File: config.mk
export PLATFORM = sky130hd
export DESIGN_NAME = host_link_regs
export DESIGN_NICKNAME = d
export VERILOG_FILES = /design/src/shared/host_regs_pkg.sv /design/src/design/host_link_regs.sv /design/src/design/i2c_watchdog.sv
export SDC_FILE = /design/constraint.sdc
export NUM_CORES = 1
export LEC_CHECK = 0
export BUFFER_PORTS_ARGS = -buffer_cell sky130_fd_sc_hd__buf_4
export CORE_MARGIN = 4
export CORE_UTILIZATION = 28
export DETAILED_ROUTE_END_ITERATION = 7
export GPL_TIMING_DRIVEN = 0
export HOLD_SLACK_MARGIN = 0.08
export RECOVER_POWER = 25
export SYNTH_ARGS = -nofsm -noshare
export SYNTH_HDL_FRONTEND = slang
export SYNTH_HIERARCHICAL = 1
export SYNTH_SLANG_ARGS = --single-unit
export TNS_END_PERCENT = 30
File: constraint.sdc
create_clock -name mclk_in -period 1.9 [get_ports mclk_in]
set_input_delay 0.38 -clock mclk_in [delete_from_list [all_inputs] [get_ports mclk_in]]
set_output_delay 0.38 -clock mclk_in [all_outputs]
set_load 0.02 [all_outputs]
File: src/shared/host_regs_pkg.sv
// Purpose: shared constants and types for the host link register slice
// Assumes: 25 MHz system clock, byte wide host register transactions
// Notes:   offsets, field positions, reset values and counts live here

package host_regs_pkg;

  // register byte addresses
  localparam logic [7:0] CHAN_LAST_ADDR = 8'h03;
  localparam logic [7:0] TS_TRIG_ADDR   = 8'h15;
  localparam logic [7:0] CTRL_ADDR      = 8'h16;
  localparam logic [7:0] STAT_ADDR      = 8'h17;
  localparam logic [7:0] HITS_FIRST     = 8'h26;
  localparam logic [7:0] HITS_LAST      = 8'h2a;

  // field positions
  localparam int TS_TRIG_BIT = 0;
  localparam int CTRL_3W_BIT = 0;
  localparam int CTRL_WD_BIT = 1;
  localparam int CTRL_TO_BIT = 2;

  // values after reset, writable field mask
  localparam logic [7:0]  CTRL_RST  = 8'h00;
  localparam logic [7:0]  CTRL_MASK = 8'h07;
  localparam logic [39:0] TS_RST    = 40'h00_0000_0000;

  // timestamp event packet layout
  localparam logic [15:0] PKT_CODE = 16'h0000;
  localparam logic [15:0] PKT_LEN  = 16'h0008;
  localparam logic [3:0]  PKT_LAST = 4'hb;

  // watchdog timing
  localparam int          CLK_HZ      = 25_000_000;
  localparam int          MS_PER_S    = 1000;
  localparam int          MS_CYCLES   = CLK_HZ / MS_PER_S;
  localparam logic [5:0]  WD_SHORT_MS = 6'h01;
  localparam logic [5:0]  WD_LONG_MS  = 6'h32;

  // one host register transaction, valid for one cycle
  typedef struct packed {
    logic       wr;
    logic       rd;
    logic       burst;
    logic [7:0] addr;
    logic [7:0] wdata;
  } host_req_t;

  typedef enum logic {
    PKT_IDLE = 1'b0,
    PKT_SEND = 1'b1
  } pkt_state_t;

endpackage

File: src/design/host_link_regs.sv
// Purpose: timestamp trigger, host link control and host link status
// Assumes: host interface core hands over single-cycle byte transactions
// Notes:   read data appears one cycle after the read strobe

`timescale 1ns/10ps
`default_nettype none

module host_link_regs #(
  parameter int unsigned MS_CYCLES = host_regs_pkg::MS_CYCLES
) (
  // clock and reset
  input  wire logic                     mclk_in,
  input  wire logic                     rst_in,
  // host register transactions
  input  wire host_regs_pkg::host_req_t req_in,
  output logic [7:0]                    rd_data_out,
  // channel data and firmware state
  input  wire logic [7:0]               chan_data_in,
  input  wire logic [3:0]               not_ready_in,
  input  wire logic                     sleeping_in,
  input  wire logic                     deep_sleep_in,
  input  wire logic                     timer_osc_en_in,
  // start-up protocol strap pin, 1 = serial peripheral
  input  wire logic                     proto_pin_in,
  // timestamp source and destination select
  input  wire logic                     ts_to_reg_in,
  input  wire logic [39:0]              timer_in,
  output logic [39:0]                   ts_reg_out,
  // status channel packet stream
  output logic                          pkt_valid_out,
  output logic [7:0]                    pkt_byte_out,
  output logic                          pkt_last_out,
  input  wire logic                     pkt_ready_in,
  // link side controls
  input  wire logic                     i2c_activity_in,
  output logic                          spi_3wire_out,
  output logic                          wd_timeout_out
);

  logic                      proto_s1_q;
  logic                      proto_s2_q;
  logic                      proto_q;
  logic                      strap_done_q;
  logic [7:0]                ctrl_q;
  logic [39:0]               pkt_ts_q;
  logic [3:0]                idx_q;
  host_regs_pkg::pkt_state_t state_q;

  wire logic [7:0] addr = req_in.addr;

  // packet byte at a given offset, stamp sent low byte first
  function automatic logic [7:0] pkt_byte(input logic [3:0]  idx,
                                          input logic [39:0] ts);
    logic [7:0] b;
    b = 8'h00;
    case (idx)
      4'h0: b = host_regs_pkg::PKT_CODE[7:0];
      4'h1: b = host_regs_pkg::PKT_CODE[15:8];
      4'h2: b = host_regs_pkg::PKT_LEN[7:0];
      4'h3: b = host_regs_pkg::PKT_LEN[15:8];
      4'h4: b = ts[7:0];
      4'h5: b = ts[15:8];
      4'h6: b = ts[23:16];
      4'h7: b = ts[31:24];
      4'h8: b = ts[39:32];
      default: b = 8'h00;                       // reserved tail
    endcase
    return b;
  endfunction

  // write decode; the trigger only acts when its bit is one
  wire logic ts_wr    = req_in.wr && (addr == host_regs_pkg::TS_TRIG_ADDR);
  wire logic ts_fire  = ts_wr && req_in.wdata[host_regs_pkg::TS_TRIG_BIT];
  wire logic ts_store = ts_fire && ts_to_reg_in;
  wire logic ts_pkt   = ts_fire && !ts_to_reg_in;
  // a burst never reaches the control bits
  wire logic ctrl_wr  = req_in.wr && !req_in.burst &&
                        (addr == host_regs_pkg::CTRL_ADDR);

  // packet handshake
  wire logic pkt_idle = (state_q == host_regs_pkg::PKT_IDLE);
  wire logic pkt_take = pkt_valid_out && pkt_ready_in;
  wire logic pkt_go   = ts_pkt && pkt_idle;
  wire logic [3:0] idx_nx = idx_q + 4'h1;

  // read selection; the status byte is assembled live
  wire logic in_chan = (addr <= host_regs_pkg::CHAN_LAST_ADDR);
  wire logic in_hits = (addr >= host_regs_pkg::HITS_FIRST) &&
                       (addr <= host_regs_pkg::HITS_LAST);
  wire logic [2:0] hits_i = 3'(addr - host_regs_pkg::HITS_FIRST);
  wire logic [7:0] stat_byte = {not_ready_in,
                                2'b00,
                                proto_q,
                                sleeping_in};
  wire logic [7:0] chan_byte = not_ready_in[addr[1:0]] ? 8'h00
                                                       : chan_data_in;
  wire logic [7:0] hits_byte = ts_reg_out[8*hits_i +: 8];
  wire logic [7:0] rd_sel =
    in_chan                          ? chan_byte :
    (addr == host_regs_pkg::CTRL_ADDR) ? ctrl_q :
    (addr == host_regs_pkg::STAT_ADDR) ? stat_byte :
    in_hits                          ? hits_byte : 8'h00;
  // trigger register and unmapped addresses read zero

  // watchdog runs only in two-wire mode with oscillator up, not in deep sleep
  wire logic wd_run = ctrl_q[host_regs_pkg::CTRL_WD_BIT] && !proto_q &&
                      timer_osc_en_in && !deep_sleep_in;

  // strap synchroniser; second stage alone is read
  always_ff @(posedge mclk_in) begin
    proto_s1_q <= proto_pin_in;
    proto_s2_q <= proto_s1_q;
  end

  // protocol caught once, at the first edge after reset release
  always_ff @(posedge mclk_in) begin
    if (rst_in) begin
      proto_q      <= 1'b0;
      strap_done_q <= 1'b0;
    end else if (!strap_done_q) begin
      proto_q      <= proto_s2_q;
      strap_done_q <= 1'b1;
    end
  end

  // control register, reserved bits stay zero
  always_ff @(posedge mclk_in) begin
    if (rst_in) begin
      ctrl_q <= host_regs_pkg::CTRL_RST;
    end else if (ctrl_wr) begin
      ctrl_q <= req_in.wdata & host_regs_pkg::CTRL_MASK;
    end
  end
  // status address has no write path at all

  // 3-wire select only matters in serial peripheral mode
  always_ff @(posedge mclk_in) begin
    if (rst_in) begin
      spi_3wire_out <= 1'b0;
    end else begin
      spi_3wire_out <= ctrl_q[host_regs_pkg::CTRL_3W_BIT] && proto_q;
    end
  end

  // read data register
  always_ff @(posedge mclk_in) begin
    if (rst_in) begin
      rd_data_out <= 8'h00;
    end else if (req_in.rd) begin
      rd_data_out <= rd_sel;
    end
  end

  // stamp taken in the same cycle as the write strobe
  always_ff @(posedge mclk_in) begin
    if (rst_in) begin
      ts_reg_out <= host_regs_pkg::TS_RST;
    end else if (ts_store) begin
      ts_reg_out <= timer_in;
    end
  end

  // packet sender; a trigger while a packet is in flight is dropped,
  // since the status channel cannot hold two stamps here
  always_ff @(posedge mclk_in) begin
    if (rst_in) begin
      state_q       <= host_regs_pkg::PKT_IDLE;
      idx_q         <= 4'h0;
      pkt_ts_q      <= host_regs_pkg::TS_RST;
      pkt_valid_out <= 1'b0;
      pkt_byte_out  <= 8'h00;
      pkt_last_out  <= 1'b0;
    end else begin
      unique case (state_q)
        host_regs_pkg::PKT_IDLE: begin
          if (pkt_go) begin
            state_q       <= host_regs_pkg::PKT_SEND;
            idx_q         <= 4'h0;
            pkt_ts_q      <= timer_in;
            pkt_valid_out <= 1'b1;
            pkt_byte_out  <= pkt_byte(4'h0, timer_in);
            pkt_last_out  <= 1'b0;
          end
        end
        host_regs_pkg::PKT_SEND: begin
          if (pkt_take) begin
            if (pkt_last_out) begin
              state_q       <= host_regs_pkg::PKT_IDLE;
              pkt_valid_out <= 1'b0;
              pkt_last_out  <= 1'b0;
              pkt_byte_out  <= 8'h00;
            end else begin
              idx_q        <= idx_nx;
              pkt_byte_out <= pkt_byte(idx_nx, pkt_ts_q);
              pkt_last_out <= (idx_nx == host_regs_pkg::PKT_LAST);
            end
          end
        end
      endcase
    end
  end

  // inactivity watchdog on the millisecond enable
  i2c_watchdog #(
    .MS_CYCLES   (MS_CYCLES)
  ) u_wd (
    .mclk_in     (mclk_in),
    .rst_in      (rst_in),
    .run_in      (wd_run),
    .long_in     (ctrl_q[host_regs_pkg::CTRL_TO_BIT]),
    .activity_in (i2c_activity_in),
    .timeout_out (wd_timeout_out)
  );
endmodule

`default_nettype wire

File: src/design/i2c_watchdog.sv
// Purpose: two-wire bus inactivity watchdog, 1 ms or 50 ms
// Assumes: run_in already folds in enable, mode, oscillator, sleep
// Notes:   millisecond tick comes from a divider on the system clock

`timescale 1ns/10ps
`default_nettype none

module i2c_watchdog #(
  parameter int unsigned MS_CYCLES = host_regs_pkg::MS_CYCLES
) (
  // clock and reset
  input  wire logic mclk_in,
  input  wire logic rst_in,
  // control
  input  wire logic run_in,
  input  wire logic long_in,
  input  wire logic activity_in,
  // event
  output logic      timeout_out
);

  logic [15:0] div_q;
  logic [5:0]  ms_q;
  logic        ms_tick;
  logic [5:0]  limit;

  // millisecond enable pulse and selected limit
  assign ms_tick = (div_q == 16'(MS_CYCLES - 1));
  assign limit   = long_in ? host_regs_pkg::WD_LONG_MS
                           : host_regs_pkg::WD_SHORT_MS;

  // bus traffic or a stopped oscillator restarts the whole count
  always_ff @(posedge mclk_in) begin
    if (rst_in || !run_in || activity_in) begin
      div_q       <= 16'h0000;
      ms_q        <= 6'h00;
      timeout_out <= 1'b0;
    end else begin
      timeout_out <= 1'b0;
      if (ms_tick) begin
        div_q <= 16'h0000;
        if (ms_q + 6'h01 == limit) begin
          ms_q        <= 6'h00;
          timeout_out <= 1'b1;
        end else begin
          ms_q <= ms_q + 6'h01;
        end
      end else begin
        div_q <= div_q + 16'h0001;
      end
    end
  end
endmodule

`default_nettype wire

---- After elaboration in Yosys (flattened, before gate mapping) ----
Index checks and enable logic that the tools add are counted.
word-level totals
  register bits ........................... 134
  latch bits .............................. 0
  RAM bits ................................ 0
  ROM bits ................................ 0
  bits of input ports ..................... 80
  output and inout port bits .............. 60
  word-level logic and storage cells ...... 102
  memories ................................ 0
operators by class
  add/sub/neg operators ................... 4
  $mul .................................... 0
  divide/modulo/power cells ............... 0
  order comparisons ....................... 4
  eq/ne operators ......................... 16
  shift operators ......................... 1
  muxes and demuxes ....................... 32
  bitwise operators ....................... 2
  reduce and logical (&&, ||, !) cells .... 26
operators by type and width
  kind                     number
  $mux W8                  8
  $pmux W8 S6              1
  $shiftx A40 B7 Y8        1
  $eq A8 B5 Y1 const B     3
  $add A16 B1 Y16 const B  1
  $eq A16 B15 Y1 const B   1
  $eq A4 B3 Y1 const B     4
  $pmux W8 S2              1
  $logic_and A1 B1 Y1      13
  $mux W1                  12
  $mux W4                  3
  $mux W6                  2
  $eq A4 B4 Y1 const B     2
  $ge A8 B6 Y1 const B     1
  $le A8 B2 Y1 const B     1
  $le A8 B6 Y1 const B     1
  $pmux W4 S2              1
  $add A6 B1 Y6 const B    1
  $eq A6 B6 Y1             1
  $pmux W1 S2              3
  $reduce_and A3 Y1        2
  $logic_not A1 Y1         5
  $add A4 B1 Y4 const B    1
  $eq A4 B2 Y1 const B     1
  other kinds (9)          15

---- Longest topological paths before layout ----
Gate-level depths: netlist of run 1.
  depth after elaboration ................. 8
  gate-level depth with buffers ........... 9
  depth with buffers taken out ............ 7

---- Cells and area by module ----
The synthesis of run 1 kept the hierarchy.
modules (own cells, without submodules)
  module          times used  cells each  area an instance (sq um)  sequential area each (sq um)
  host_link_regs  1           655         5086.1                    2222.1
  i2c_watchdog    1           147         1222.4                    460.4

---- Least setup slack after synthesis of run 1 ----
No wires, ideal clock.
  kind .................................... reg-to-reg
  start ................................... register u_wd.div_q[4]
  end ..................................... register u_wd.ms_q[0]
  setup time .............................. 67 ps
  arrival time ............................ 1927 ps
  data required time ...................... 1833 ps
  path slack .............................. -95 ps
  cell stages (with the launch flop) ...... 6
  buffers on the path ..................... 1
  path through ............................ dfxtp_1 > or4b_4 > or4_1 > buf_2 > or3_1 > o21ai_2
between the ends
  word-level cells in the longest chain between the ends .. 1
RTL lines
  element                 line                source
  from (decl)             i2c_watchdog.sv:22  logic [15:0] div_q;
  from (signal assigned)  i2c_watchdog.sv:49  div_q <= div_q + 16'h0001;
  $eq A16 B15 Y1          i2c_watchdog.sv:28  assign ms_tick = (div_q == 16'(MS_CYCLES - 1));
  to (signal assigned)    i2c_watchdog.sv:46  ms_q <= ms_q + 6'h01;
  to (decl)               i2c_watchdog.sv:23  logic [5:0] ms_q;
Every way passes these cells.
A chain may end at the register's enable or synchronous reset.

---- Worst setup path after layout of run 1 ----
  start ................................... register u_wd.ms_q[0]
  end ..................................... register u_wd.timeout_out
between the ends
  word-level cells in the longest chain between the ends .. 3
RTL lines
  element               line                source
  $add A6 B1 Y6         i2c_watchdog.sv:42  if (ms_q + 6'h01 == limit) begin
  $eq A6 B6 Y1          i2c_watchdog.sv:42
  $mux W1               i2c_watchdog.sv:42
  to (signal assigned)  i2c_watchdog.sv:37  timeout_out <= 1'b0;
  to (signal assigned)  i2c_watchdog.sv:39  timeout_out <= 1'b0;
  to (signal assigned)  i2c_watchdog.sv:44  timeout_out <= 1'b1;
  to (decl)             i2c_watchdog.sv:19  output logic timeout_out
Every way passes these cells.

==> out/results.ini, run 1 <==
[global_route]
grt_pass1_vias=6151
grt_pass1_wl_um=34690
grtUsageTotal_pct=18.19
grt_max_degree=17
antenna_found_initial=0
grt_overflow=0

[sta]
finalSetupViolCount=9
max_freq_mhz=504.7
post-route-worst-setup-slack_ps=-81.41
hold_viol=0
fin_worst_skew_ps=10.54
maxSlewViolCount=0
rsz0062_at_grt=true
min_period_ps=1981
finalCritPeriodShare_pct=104.3
worst_pin_slew_ps=616.0
slew_headroom_pct=58.93

[clocking]
clk_pin_slew_ps=60
insertion_delay_ps=420
htree_levels=4
cts_sinks=134
clockRootBuffer=clkbuf_16
cts_buffer_depth=2
tritoncts=built
cts-buffers-inserted=17

[drt]
vias=6522
wire_per_inst_um=18.55
drcViolationCount=0
drt_iter0_drc=458
first_pass_iters=5
wl_um=23330
antenna_left=0
post_drt_via_cell_ratio=5.184

[pwr]
p_leak_nw=2.993
p_per_area_nw_per_um2=764.8
irDropWorstVdd_mv=0.4706
total_power_mw=6.451

[worst_hold_path]
hold_class=in -> reg
whs_path_depth=3

[cells_and_area]
layout.nets=1054
drive_gt1_share_pct=22.19
diodes=0
n_fill_cell=2323
fin_cells=1258
area_growth_pct=33.70

[synth]
syn_nets=890
ys_warn_count=6
synth-seq-cells=134
synth_cell_types=61
synth_area_leaders=dfxtp_1 43%, nand2_1 13%, a21oi_1 7.1%, nor2_1 3.0%, clkbuf_1 2.6%
avgSynthCellArea_um2=7.866
yosys.area.top_type=dfxtp_1
synth_edf_count=0
synthTopCellsByCount=213 x nand2_1, 134 x dfxtp_1, 90 x a21oi_1
synth_flop_cell=dfxtp_1
synthArstFlopShare_pct=0
synth.most_common_cell=nand2_1
seq_area_frac_synth_pct=42.52
synth_cells=802
synth_top_area_share_pct=42.52
netlist_area_um2=6309

[critical_path]
startpoint_type=flop
r2r_cells=5
crit_type=reg -> reg
critPathCaptureType=flop
crit_arrival_ps=2340
required_ps=2260
cp_max_fo=6

[place]
post-place-cells=1214
dp_hpwl_um=17600
portBuffers=132
place_congestion=0.9251

[die]
core_area_um2=22030
start_util_pct=28.64
rows=54
die_h_um=158.1
die_x_um=158.1
die-area_um2=25000
io_pins=140

[run_status]
violations=setup timing
status=finished with violations

[job]
max_cap_viol_count=0

==> worst paths after layout <==
path | slack [ps] | start | end
max | -80 | u_wd/ms_q[0]$_SDFFE_PP0N_ | u_wd/timeout_out$_SDFF_PP0_
max reg2reg | -80 | u_wd/ms_q[0]$_SDFFE_PP0N_ | u_wd/timeout_out$_SDFF_PP0_
min | 220 | timer_in[37] | pkt_ts_q[37]$_SDFFE_PP0P_
min reg2reg | 330 | proto_s1_q$_DFF_P_ | proto_s2_q$_DFF_P_
==> critical path, cell delays in order, from the launching register on <==
cell,delay (ps)
dfxtp_2,400
ha_4,230
or3_1,380
a221o_1,370
a311oi_4,330
and3_1,210
==> sequential cells by signal, summed over array words and instances (netlist names), 3 cells and up <==
register      flops
pkt_byte_out      8
pkt_ts_q         40
u_wd/ms_q         6
ts_reg_out       40
rd_data_out       8
u_wd/div_q       16
ctrl_q            3
idx_q             4
==> layout make-up <==
type | instances | area, µm² | area share, %
Clock buffer | 20 | 446.7 | 5.296
Buffer | 54 | 246.5 | 2.922
Inverter | 9 | 33.78 | 0.4005
Timing Repair Buffer | 152 | 1028 | 12.19
Tap cell | 280 | 350.3 | 4.154
Clock inverter | 11 | 125.1 | 1.483
Multi-Input combinational cell | 598 | 3498 | 41.48
Sequential cell | 134 | 2705 | 32.07
==> per-layer routing <==
metal / GRT usage (%) / vias up / wire, µm
met2: 27.87 / 267 / 10430
met3: 4.374 / 39 / 1770
li1: - / 3130 / -
met4: 6.539 / 0 / 654
met5: 0 / - / 0
met1: 24.98 / 3086 / 10480
==> power breakdown <==
part	total, mW	leakage, nW	internal [mW]	switching, mW
Combinational	0.349	1.63	0.147	0.202
Clock	3.28	0.277	1.96	1.31
Sequential	2.83	1.09	2.82	0.00782
Total	6.45	2.99	4.93	1.52
==> layout by cell type, fill, tap and decap left out, types with 17 or more instances in the layout <==
| cell | count |
|---|---|
| a22oi_1 | 17 |
| nand3_1 | 26 |
| clkbuf_1 | 68 |
| buf_4 | 114 |
| nor2_1 | 51 |
| clkbuf_16 | 18 |
| o21ai_0 | 25 |
| a21oi_1 | 90 |
| nand2_1 | 211 |
| dfxtp_1 | 124 |
==> metrics by stage <==
step	util (%)	setup slack [ps]	setup TNS (ps)	instance area (µm²)	hold slack [ps]
2_1_floorplan	-	-70.88	-355.8	6336	309.6
3_3_place_gp	34.86	-627.8	-28600	7677	314.4
3_5_place_dp	34.86	-664.4	-30320	7677	316.4
4_1_cts	38.01	-95.78	-802.1	8372	208.4
5_1_grt	38.29	-133.7	-1336	8434	216.6
6_report	38.29	-81.41	-287.8	8434	223.0
==> what timing repair did <==
item / CTS / global route
setup buffers: 8 / 10
hold buffers: 1 / 0
pin swaps: 9 / 13
endpoints found under the setup margin: 30 / 44
hold endpoints to repair: 1 / 0
cloned: 0 / 2
gates resized for setup: 21 / 33
==> logic make-up (layout without fill, tap and decap cells) <==
family,count (synthesis),after routing,synth area share [%]
and+or+nand+nor,355,356,25.19
AOI/OAI and AO/OA,194,194,19.48
DFF,134,134,42.52
buffers and inverters,71,246,4.562
xor gates and xnor gates,21,21,2.916
muxes,19,19,3.749
adders and majority gates,8,8,1.587
(Power assumes the default switching activity.)
==> run 2, diff against run 1 <==
- ABC_AREA: not set -> 1
==> run 2 against run 1 <==
  * Final cell count grew 9.3%
  * The flow now finishes without violations
  * Die area is 1.8% higher
  * Via count rose by 0.41%
  * Worst setup slack improved by 220 ps
  * Synthesized area grew 1.9%
  * Global-route usage down 1.5 points
  * Largest cell class unchanged
  * Sequential power barely moved
  * Maximum frequency up 13%
  * Largest power group unchanged
  * Power increased by 8.7%
  * Register-to-register slack better by 220 ps
  * Critical endpoint is now pkt_byte_out[1]$_SDFFE_PP0P_
==> out/results.ini, run 2 <==
[clocking]
cts-buffers-inserted=17  ; unchanged
insertion_delay_ps=420  ; about the same
cts_buffer_depth=2  ; unchanged
clockRootBuffer=clkbuf_16  ; unchanged
tritoncts=built  ; unchanged
clk_pin_slew_ps=60  ; about the same
cts_sinks=134  ; unchanged
htree_levels=4  ; unchanged

[place]
dp_hpwl_um=17150  ; was 17,600 µm
portBuffers=134  ; was 132
place_congestion=0.9173  ; was 0.9251

[global_route]
grtUsageTotal_pct=16.68  ; was 18.19%
grt_overflow=0  ; unchanged
grt_max_degree=17  ; unchanged
grt_pass1_wl_um=33340  ; was 34,690 µm
grt_pass1_vias=6297  ; was 6,151
antenna_found_initial=0  ; unchanged

[synth]
synth.most_common_cell=inv_1  ; was nand2_1
synthTopCellsByCount=147 x inv_1, 134 x dfxtp_1, 129 x nand2_1  ; was 213 x nand2_1, 134 x dfxtp_1, 90 x a21oi_1
seq_area_frac_synth_pct=41.73  ; was 42.52%
netlist_area_um2=6429  ; was 6309 µm²
synth_top_area_share_pct=41.73  ; was 42.52%
ys_warn_count=6  ; unchanged
avgSynthCellArea_um2=6.965  ; was 7.866 µm²
synth_edf_count=0  ; unchanged
synth_flop_cell=dfxtp_1  ; unchanged
synth-seq-cells=134  ; unchanged
synth_area_leaders=dfxtp_1 42%, o21ai_0 10%, a21oi_1 8.9%, inv_1 8.6%, nand2_1 7.5%  ; was dfxtp_1 43%, nand2_1 13%, a21oi_1 7.1%, nor2_1 3.0%, clkbuf_1 2.6%
synth_cells=923  ; was 802
yosys.area.top_type=dfxtp_1  ; unchanged
syn_nets=1011  ; was 890
synthArstFlopShare_pct=0  ; unchanged
synth_cell_types=42  ; was 61

[critical_path]
cp_slowest_cell=dfxtp_1  ; was dfxtp_2
critPathCaptureType=flop  ; unchanged
path_cells=buf_4, nand3_1, nand2_1, nand2_1, buf_2, nand4_1, nand2_1, nor2_1, nand2_1, nand2_1, a21oi_1  ; was ha_4, or3_1, a221o_1, a311oi_4, and3_1
cpLargestDelayFamily=simple AND/OR/NAND/NOR gates  ; was compound AO/OA/AOI/OAI gates
crit_arrival_ps=2050  ; was 2340 ps
worstSetupStartpoint=idx_q[2]$_SDFFE_PP0P_  ; was u_wd/ms_q[0]$_SDFFE_PP0N_
critPathMostFrequentCell=nand2_1
rr_startpoint=idx_q[2]$_SDFFE_PP0P_  ; was u_wd/ms_q[0]$_SDFFE_PP0N_
cp_max_fo=10  ; was 6
path_buf_inv=2  ; was 0
required_ps=2190  ; was 2260 ps
slowest_delay_ps=310  ; was 400 ps
crit_type=reg -> reg  ; unchanged
startpoint_type=flop  ; unchanged

[drt]
first_pass_iters=5  ; unchanged
antenna_left=0  ; unchanged
wire_per_inst_um=15.89  ; was 18.55 µm
vias=6549  ; was 6,522
drcViolationCount=0  ; unchanged
drt_iter0_drc=443  ; was 458
post_drt_via_cell_ratio=4.763  ; was 5.184
wl_um=21840  ; was 23,330 µm

[cells_and_area]
area_growth_pct=29.47  ; was 33.70%
diodes=0  ; unchanged
reg_top3=pkt_ts_q (40), ts_reg_out (40), u_wd/div_q (16)  ; unchanged
final_cell_mix=147 x inv_1, 132 x dfxtp_1, 129 x nand2_1  ; was 211 x nand2_1, 124 x dfxtp_1, 114 x buf_4
utilization_pct=36.76  ; was 38.29%
drive_gt1_share_pct=14.68  ; was 22.19%
layout_commonest_cell=inv_1  ; was nand2_1
layout.nets=1165  ; was 1,054

[die]
die-area_um2=25450  ; was 25,000 µm²
die_x_um=159.5  ; was 158.1 µm
core_area_um2=22640  ; was 22,030 µm²
io_pins=140  ; unchanged
start_util_pct=28.39  ; was 28.64%
die_h_um=159.5  ; was 158.1 µm
rows=55  ; was 54

[pwr]
irDropWorstVdd_mv=0.5155  ; was 0.4706 mV
p_per_area_nw_per_um2=842.5  ; was 764.8 nW/µm²
pwr-share-seq_pct=40.5  ; was 43.8%
p_leak_nw=3.192  ; was 2.993 nW
combinationalPowerShare_pct=6.8  ; was 5.4%
total_power_mw=7.012  ; was 6.451 mW
internal_power_mw=5.371  ; was 4.930 mW
switching_share_pct=23.40  ; was 23.58%
p_clk_share_pct=52.7  ; was 50.8%
power_switching_mw=1.641  ; was 1.521 mW

[sta]
worst_pin_slew_ps=589.7  ; was 616.0 ps
slew_headroom_pct=60.69  ; was 58.93%
rsz0062_at_grt=true  ; unchanged
fin_worst_skew_ps=12.42  ; was 10.54 ps
finalSetupViolCount=0  ; was 9
min_period_ps=1761  ; was 1981 ps
hold_viol=0  ; unchanged
max_freq_mhz=567.8  ; was 504.7 MHz
maxSlewViolCount=0  ; unchanged
fin_setup_tns_ps=0  ; was -287.8 ps
finalCritPeriodShare_pct=92.70  ; was 104.3%

[worst_hold_path]
hold_class=in -> reg  ; unchanged
hp-start=timer_in[22]  ; was timer_in[37]

[run_status]
status=finished, final reports clean  ; was finished with violations

[job]
max_cap_viol_count=0  ; unchanged

-- run 2: cell types whose count changed in the layout (fill, tap and decap cells not counted), sizes merged, moves of 9 or more --
cell / change
a221oi: -11
inv: +142
nor2: +26
a21oi: +25
nand3: +34
buf: -32
o21ai: +102
mux2i: -9
nand2: -80
nand4: +26
a22oi: -15
-- run 2: what timing repair did --
action	CTS	global route
gates resized for setup	5	8
hold buffers	1	0
endpoints found under the hold margin	1	0
endpoints found under the setup margin	8	27
cloned	0	0
pin swaps	0	0
setup buffers	0	0
-- run 2: worst paths after layout --
kind / to / cells past startpoint / slack, ps
max: pkt_byte_out[1]$_SDFFE_PP0P_ / 11 / 140
min: pkt_ts_q[22]$_SDFFE_PP0P_ / 3 / 250
min reg2reg: proto_s2_q$_DFF_P_ / 0 / 330
max reg2reg: pkt_byte_out[1]$_SDFFE_PP0P_ / 11 / 140
-- run 2: kinds of logic (layout without fill, tap and decap cells) --
| logic type | after synthesis | after routing | share of synthesized area (%) |
|---|---|---|---|
| compound gates | 258 | 258 | 20.75 |
| fa+ha+maj | 8 | 8 | 1.557 |
| buf+inv | 195 | 362 | 11.95 |
| flops | 134 | 134 | 41.73 |
| simple gates | 322 | 322 | 22.79 |
| xor+xnor | 6 | 6 | 1.226 |
-- run 2: through the flow --
step,instance area (µm²),cells,hold slack [ps],setup WS [ps]
finish,8323,1375,254.6,138.8
global route,8323,1375,248.8,-22.52
global placement,7791,1342,315.9,-390.8
detailed placement,7791,1342,316.7,-389.0
CTS,8474,1375,239.8,18.90
floorplan,6429,923,309.6,263.5
-- run 2: layout make-up --
class	count	area (µm²)
fillers	2415	14320
multi-input cells	594	3009
flip-flops and latches	134	2685
repair buffers	135	847.1
inverters	151	566.8
clock buffers	18	429.2
well taps	285	356.6
clock inverters	14	222.7
plain buffers	44	206.4
-- run 2: worst reg2reg max path: stages, from the launching register on --
cell,delay [ps]
dfxtp_1,310
buf_4,180
nand3_1,110
nand2_1,80
nand2_1,200
buf_2,260
nand4_1,80
nand2_1,60
nor2_1,140
nand2_1,70
nand2_1,90
a21oi_1,60
-- run 2: power by group through the flow --
stage | registers [mW] | logic, mW | clock network (mW)
detailed placement | 2.91 | 0.477 | 0
floorplan | 2.91 | 0.224 | 0
global placement | 2.90 | 0.474 | 0
finish | 2.84 | 0.477 | 3.69
CTS | 2.84 | 0.484 | 3.76
global route | 2.84 | 0.522 | 3.87
-- run 2: routing by layer --
metal / up-vias / track usage (%) / routed length, µm
met5: - / 0 / 0
met4: 0 / 4.418 / 315
met3: 22 / 4.220 / 1288
met2: 177 / 26.72 / 9997
met1: 3012 / 22.45 / 10240
li1: 3338 / - / -
==> run 3, diff against run 2 <==
- clock period: 1.9 -> 1.55 ns (I/O delays scaled with it)
==> run 3 against run 2 <==
  * The flow now finishes with violations (setup timing)
  * Power up 16%
  * Largest cell class unchanged
  * Combinational power up 39%
  * Flip-flop and latch count unchanged
  * Critical path depth down 4
==> out/results.ini, run 3 (same netlist as run 2, synthesis figures left out) <==
[clocking]
htree_levels=4  ; unchanged
clk_pin_slew_ps=60  ; about the same
cts_sinks=134  ; unchanged
cts-buffers-inserted=17  ; unchanged
insertion_delay_ps=420  ; about the same
tritoncts=built  ; unchanged
cts_buffer_depth=2  ; unchanged
clockRootBuffer=clkbuf_16  ; unchanged

[pwr]
p_leak_nw=3.295  ; was 3.192 nW
irDropWorstVdd_mv=0.5842  ; was 0.5155 mV
p_per_area_nw_per_um2=944.6  ; was 842.5 nW/µm²

[cells_and_area]
drive_gt1_share_pct=20.35  ; was 14.68%
fin_cells=1386  ; was 1,375
diodes=0  ; unchanged
layout.nets=1176  ; was 1,165
reg_top3=pkt_ts_q (40), ts_reg_out (40), u_wd/div_q (16)  ; unchanged
layout_commonest_cell=inv_1  ; unchanged
n_fill_cell=2431  ; was 2,415
utilization_pct=37.88  ; was 36.76%
area_growth_pct=33.40  ; was 29.47%
final_cell_mix=147 x inv_1, 128 x o21ai_0, 128 x dfxtp_1  ; was 147 x inv_1, 132 x dfxtp_1, 129 x nand2_1

[critical_path]
startpoint_type=flop  ; unchanged
crit_type=reg -> reg  ; unchanged
cp_max_fo=8  ; was 10
slowest_delay_ps=380  ; was 310 ps
path_buf_inv=0  ; was 2
path_cells=ha_4, xnor2_4, nor2_4, o31ai_4, a21oi_4, nand2_2, a21oi_2  ; was buf_4, nand3_1, nand2_1, nand2_1, buf_2, nand4_1, nand2_1, nor2_1, nand2_1, nand2_1, a21oi_1
required_ps=1900  ; was 2190 ps
cpLargestDelayFamily=compound AO/OA/AOI/OAI gates  ; was simple AND/OR/NAND/NOR gates
critPathCaptureType=flop  ; unchanged
cp_slowest_cell=dfxtp_4  ; was dfxtp_1
crit_arrival_ps=2040  ; was 2050 ps

[drt]
wire_per_inst_um=16.02  ; was 15.89 µm
antenna_left=0  ; unchanged
wl_um=22210  ; was 21,840 µm
drt_iter0_drc=471  ; was 443
vias=6714  ; was 6,549
drcViolationCount=0  ; unchanged
post_drt_via_cell_ratio=4.844  ; was 4.763
first_pass_iters=4  ; was 5

[sta]
slew_headroom_pct=59.92  ; was 60.69%
rsz0062_at_grt=true  ; unchanged
max_freq_mhz=590.7  ; was 567.8 MHz
min_period_ps=1693  ; was 1761 ps
post-route-worst-setup-slack_ps=-142.9  ; was 138.8 ps
hold_viol=0  ; unchanged
fin_worst_skew_ps=9.522  ; was 12.42 ps
finalSetupViolCount=8  ; was 0
maxSlewViolCount=0  ; unchanged
worst_pin_slew_ps=601.2  ; was 589.7 ps
finalCritPeriodShare_pct=109.2  ; was 92.70%

[die]
rows=55  ; unchanged
die-area_um2=25450  ; unchanged
io_pins=140  ; unchanged
die_x_um=159.5  ; unchanged
start_util_pct=28.39  ; unchanged
core_area_um2=22640  ; unchanged
die_h_um=159.5  ; unchanged

[place]
portBuffers=134  ; unchanged
place_congestion=0.9200  ; was 0.9173
post-place-cells=1342  ; unchanged
place_ws_ps=-678.9  ; was -389.0 ps
dp_hpwl_um=17170  ; was 17,150 µm

[global_route]
antenna_found_initial=0  ; unchanged
grt_pass1_vias=6376  ; was 6,297
grt_max_degree=17  ; unchanged
grt_pass1_wl_um=33430  ; was 33,340 µm
grt_overflow=0  ; unchanged
grtUsageTotal_pct=16.70  ; was 16.68%

[job]
max_cap_viol_count=0  ; unchanged

[run_status]
status=finished with violations  ; was finished, final reports clean
violations=setup timing

[worst_hold_path]
hold_class=in -> reg  ; unchanged

==> run 3: area by class of cell <==
class | instances | area [µm²] | share of cell area (%)
Multi-Input combinational cell | 594 | 3148 | 36.71
Sequential cell | 134 | 2695 | 31.43
Timing Repair Buffer | 149 | 1005 | 11.72
Inverter | 151 | 570.5 | 6.653
Clock buffer | 22 | 474.2 | 5.530
Tap cell | 285 | 356.6 | 4.158
Buffer | 41 | 229.0 | 2.670
Clock inverter | 10 | 97.59 | 1.138
==> run 3: worst paths after layout <==
check | slack (ps) | endpoint | start | cells after the start
setup reg to reg | -140 | pkt_byte_out[2]$_SDFFE_PP0P_ | idx_q[1]$_SDFFE_PP0P_ | 7
hold / removal | 180 | pkt_ts_q[39]$_SDFFE_PP0P_ | timer_in[39] | 3
hold reg to reg | 330 | proto_s2_q$_DFF_P_ | proto_s1_q$_DFF_P_ | 0
setup / recovery | -140 | pkt_byte_out[2]$_SDFFE_PP0P_ | idx_q[1]$_SDFFE_PP0P_ | 7
==> run 3: tightest hold or removal path, cell delays in order <==
cell	delay (ps)
buf_4	80
o21ai_0	70
a21oi_1	100
==> run 3: per-stage QoR <==
stage               hold slack (ps)  setup TNS [ps]  power [mW]  instance area [µm²]
floorplan                     309.6               0       3.846                 6450
global placement              314.8          -53610       4.146                 7812
detailed placement            316.7          -58200       4.149                 7812
CTS                           170.9          -263.7       8.132                 8577
global route                  177.4           -2818       8.361                 8576
finish                        182.2           -1027       8.101                 8576
==> run 3: report_power, final <==
| group | internal (mW) | total, mW | switching [mW] |
|---|---|---|---|
| Clock | 2.34 | 3.96 | 1.61 |
| Sequential | 3.47 | 3.48 | 0.0166 |
| Combinational | 0.284 | 0.662 | 0.379 |
==> run 3: layer usage <==
metal	up-vias	part of all wire [%]	global-route usage (%)
li1	3356	-	-
met1	3130	47	22.40
met3	32	5.7	4.116
met2	196	45	26.45
met5	-	0	0
met4	0	2.2	5.404
==> run 3: repair_timing <==
item / in CTS / in global routing
pin swaps: 15 / 12
setup endpoints to repair: 119 / 78
resized for setup: 30 / 45
buffers inserted: 10 / 2
cloned: 2 / 0
hold endpoints to repair: 1 / 0
hold buffers: 1 / 0
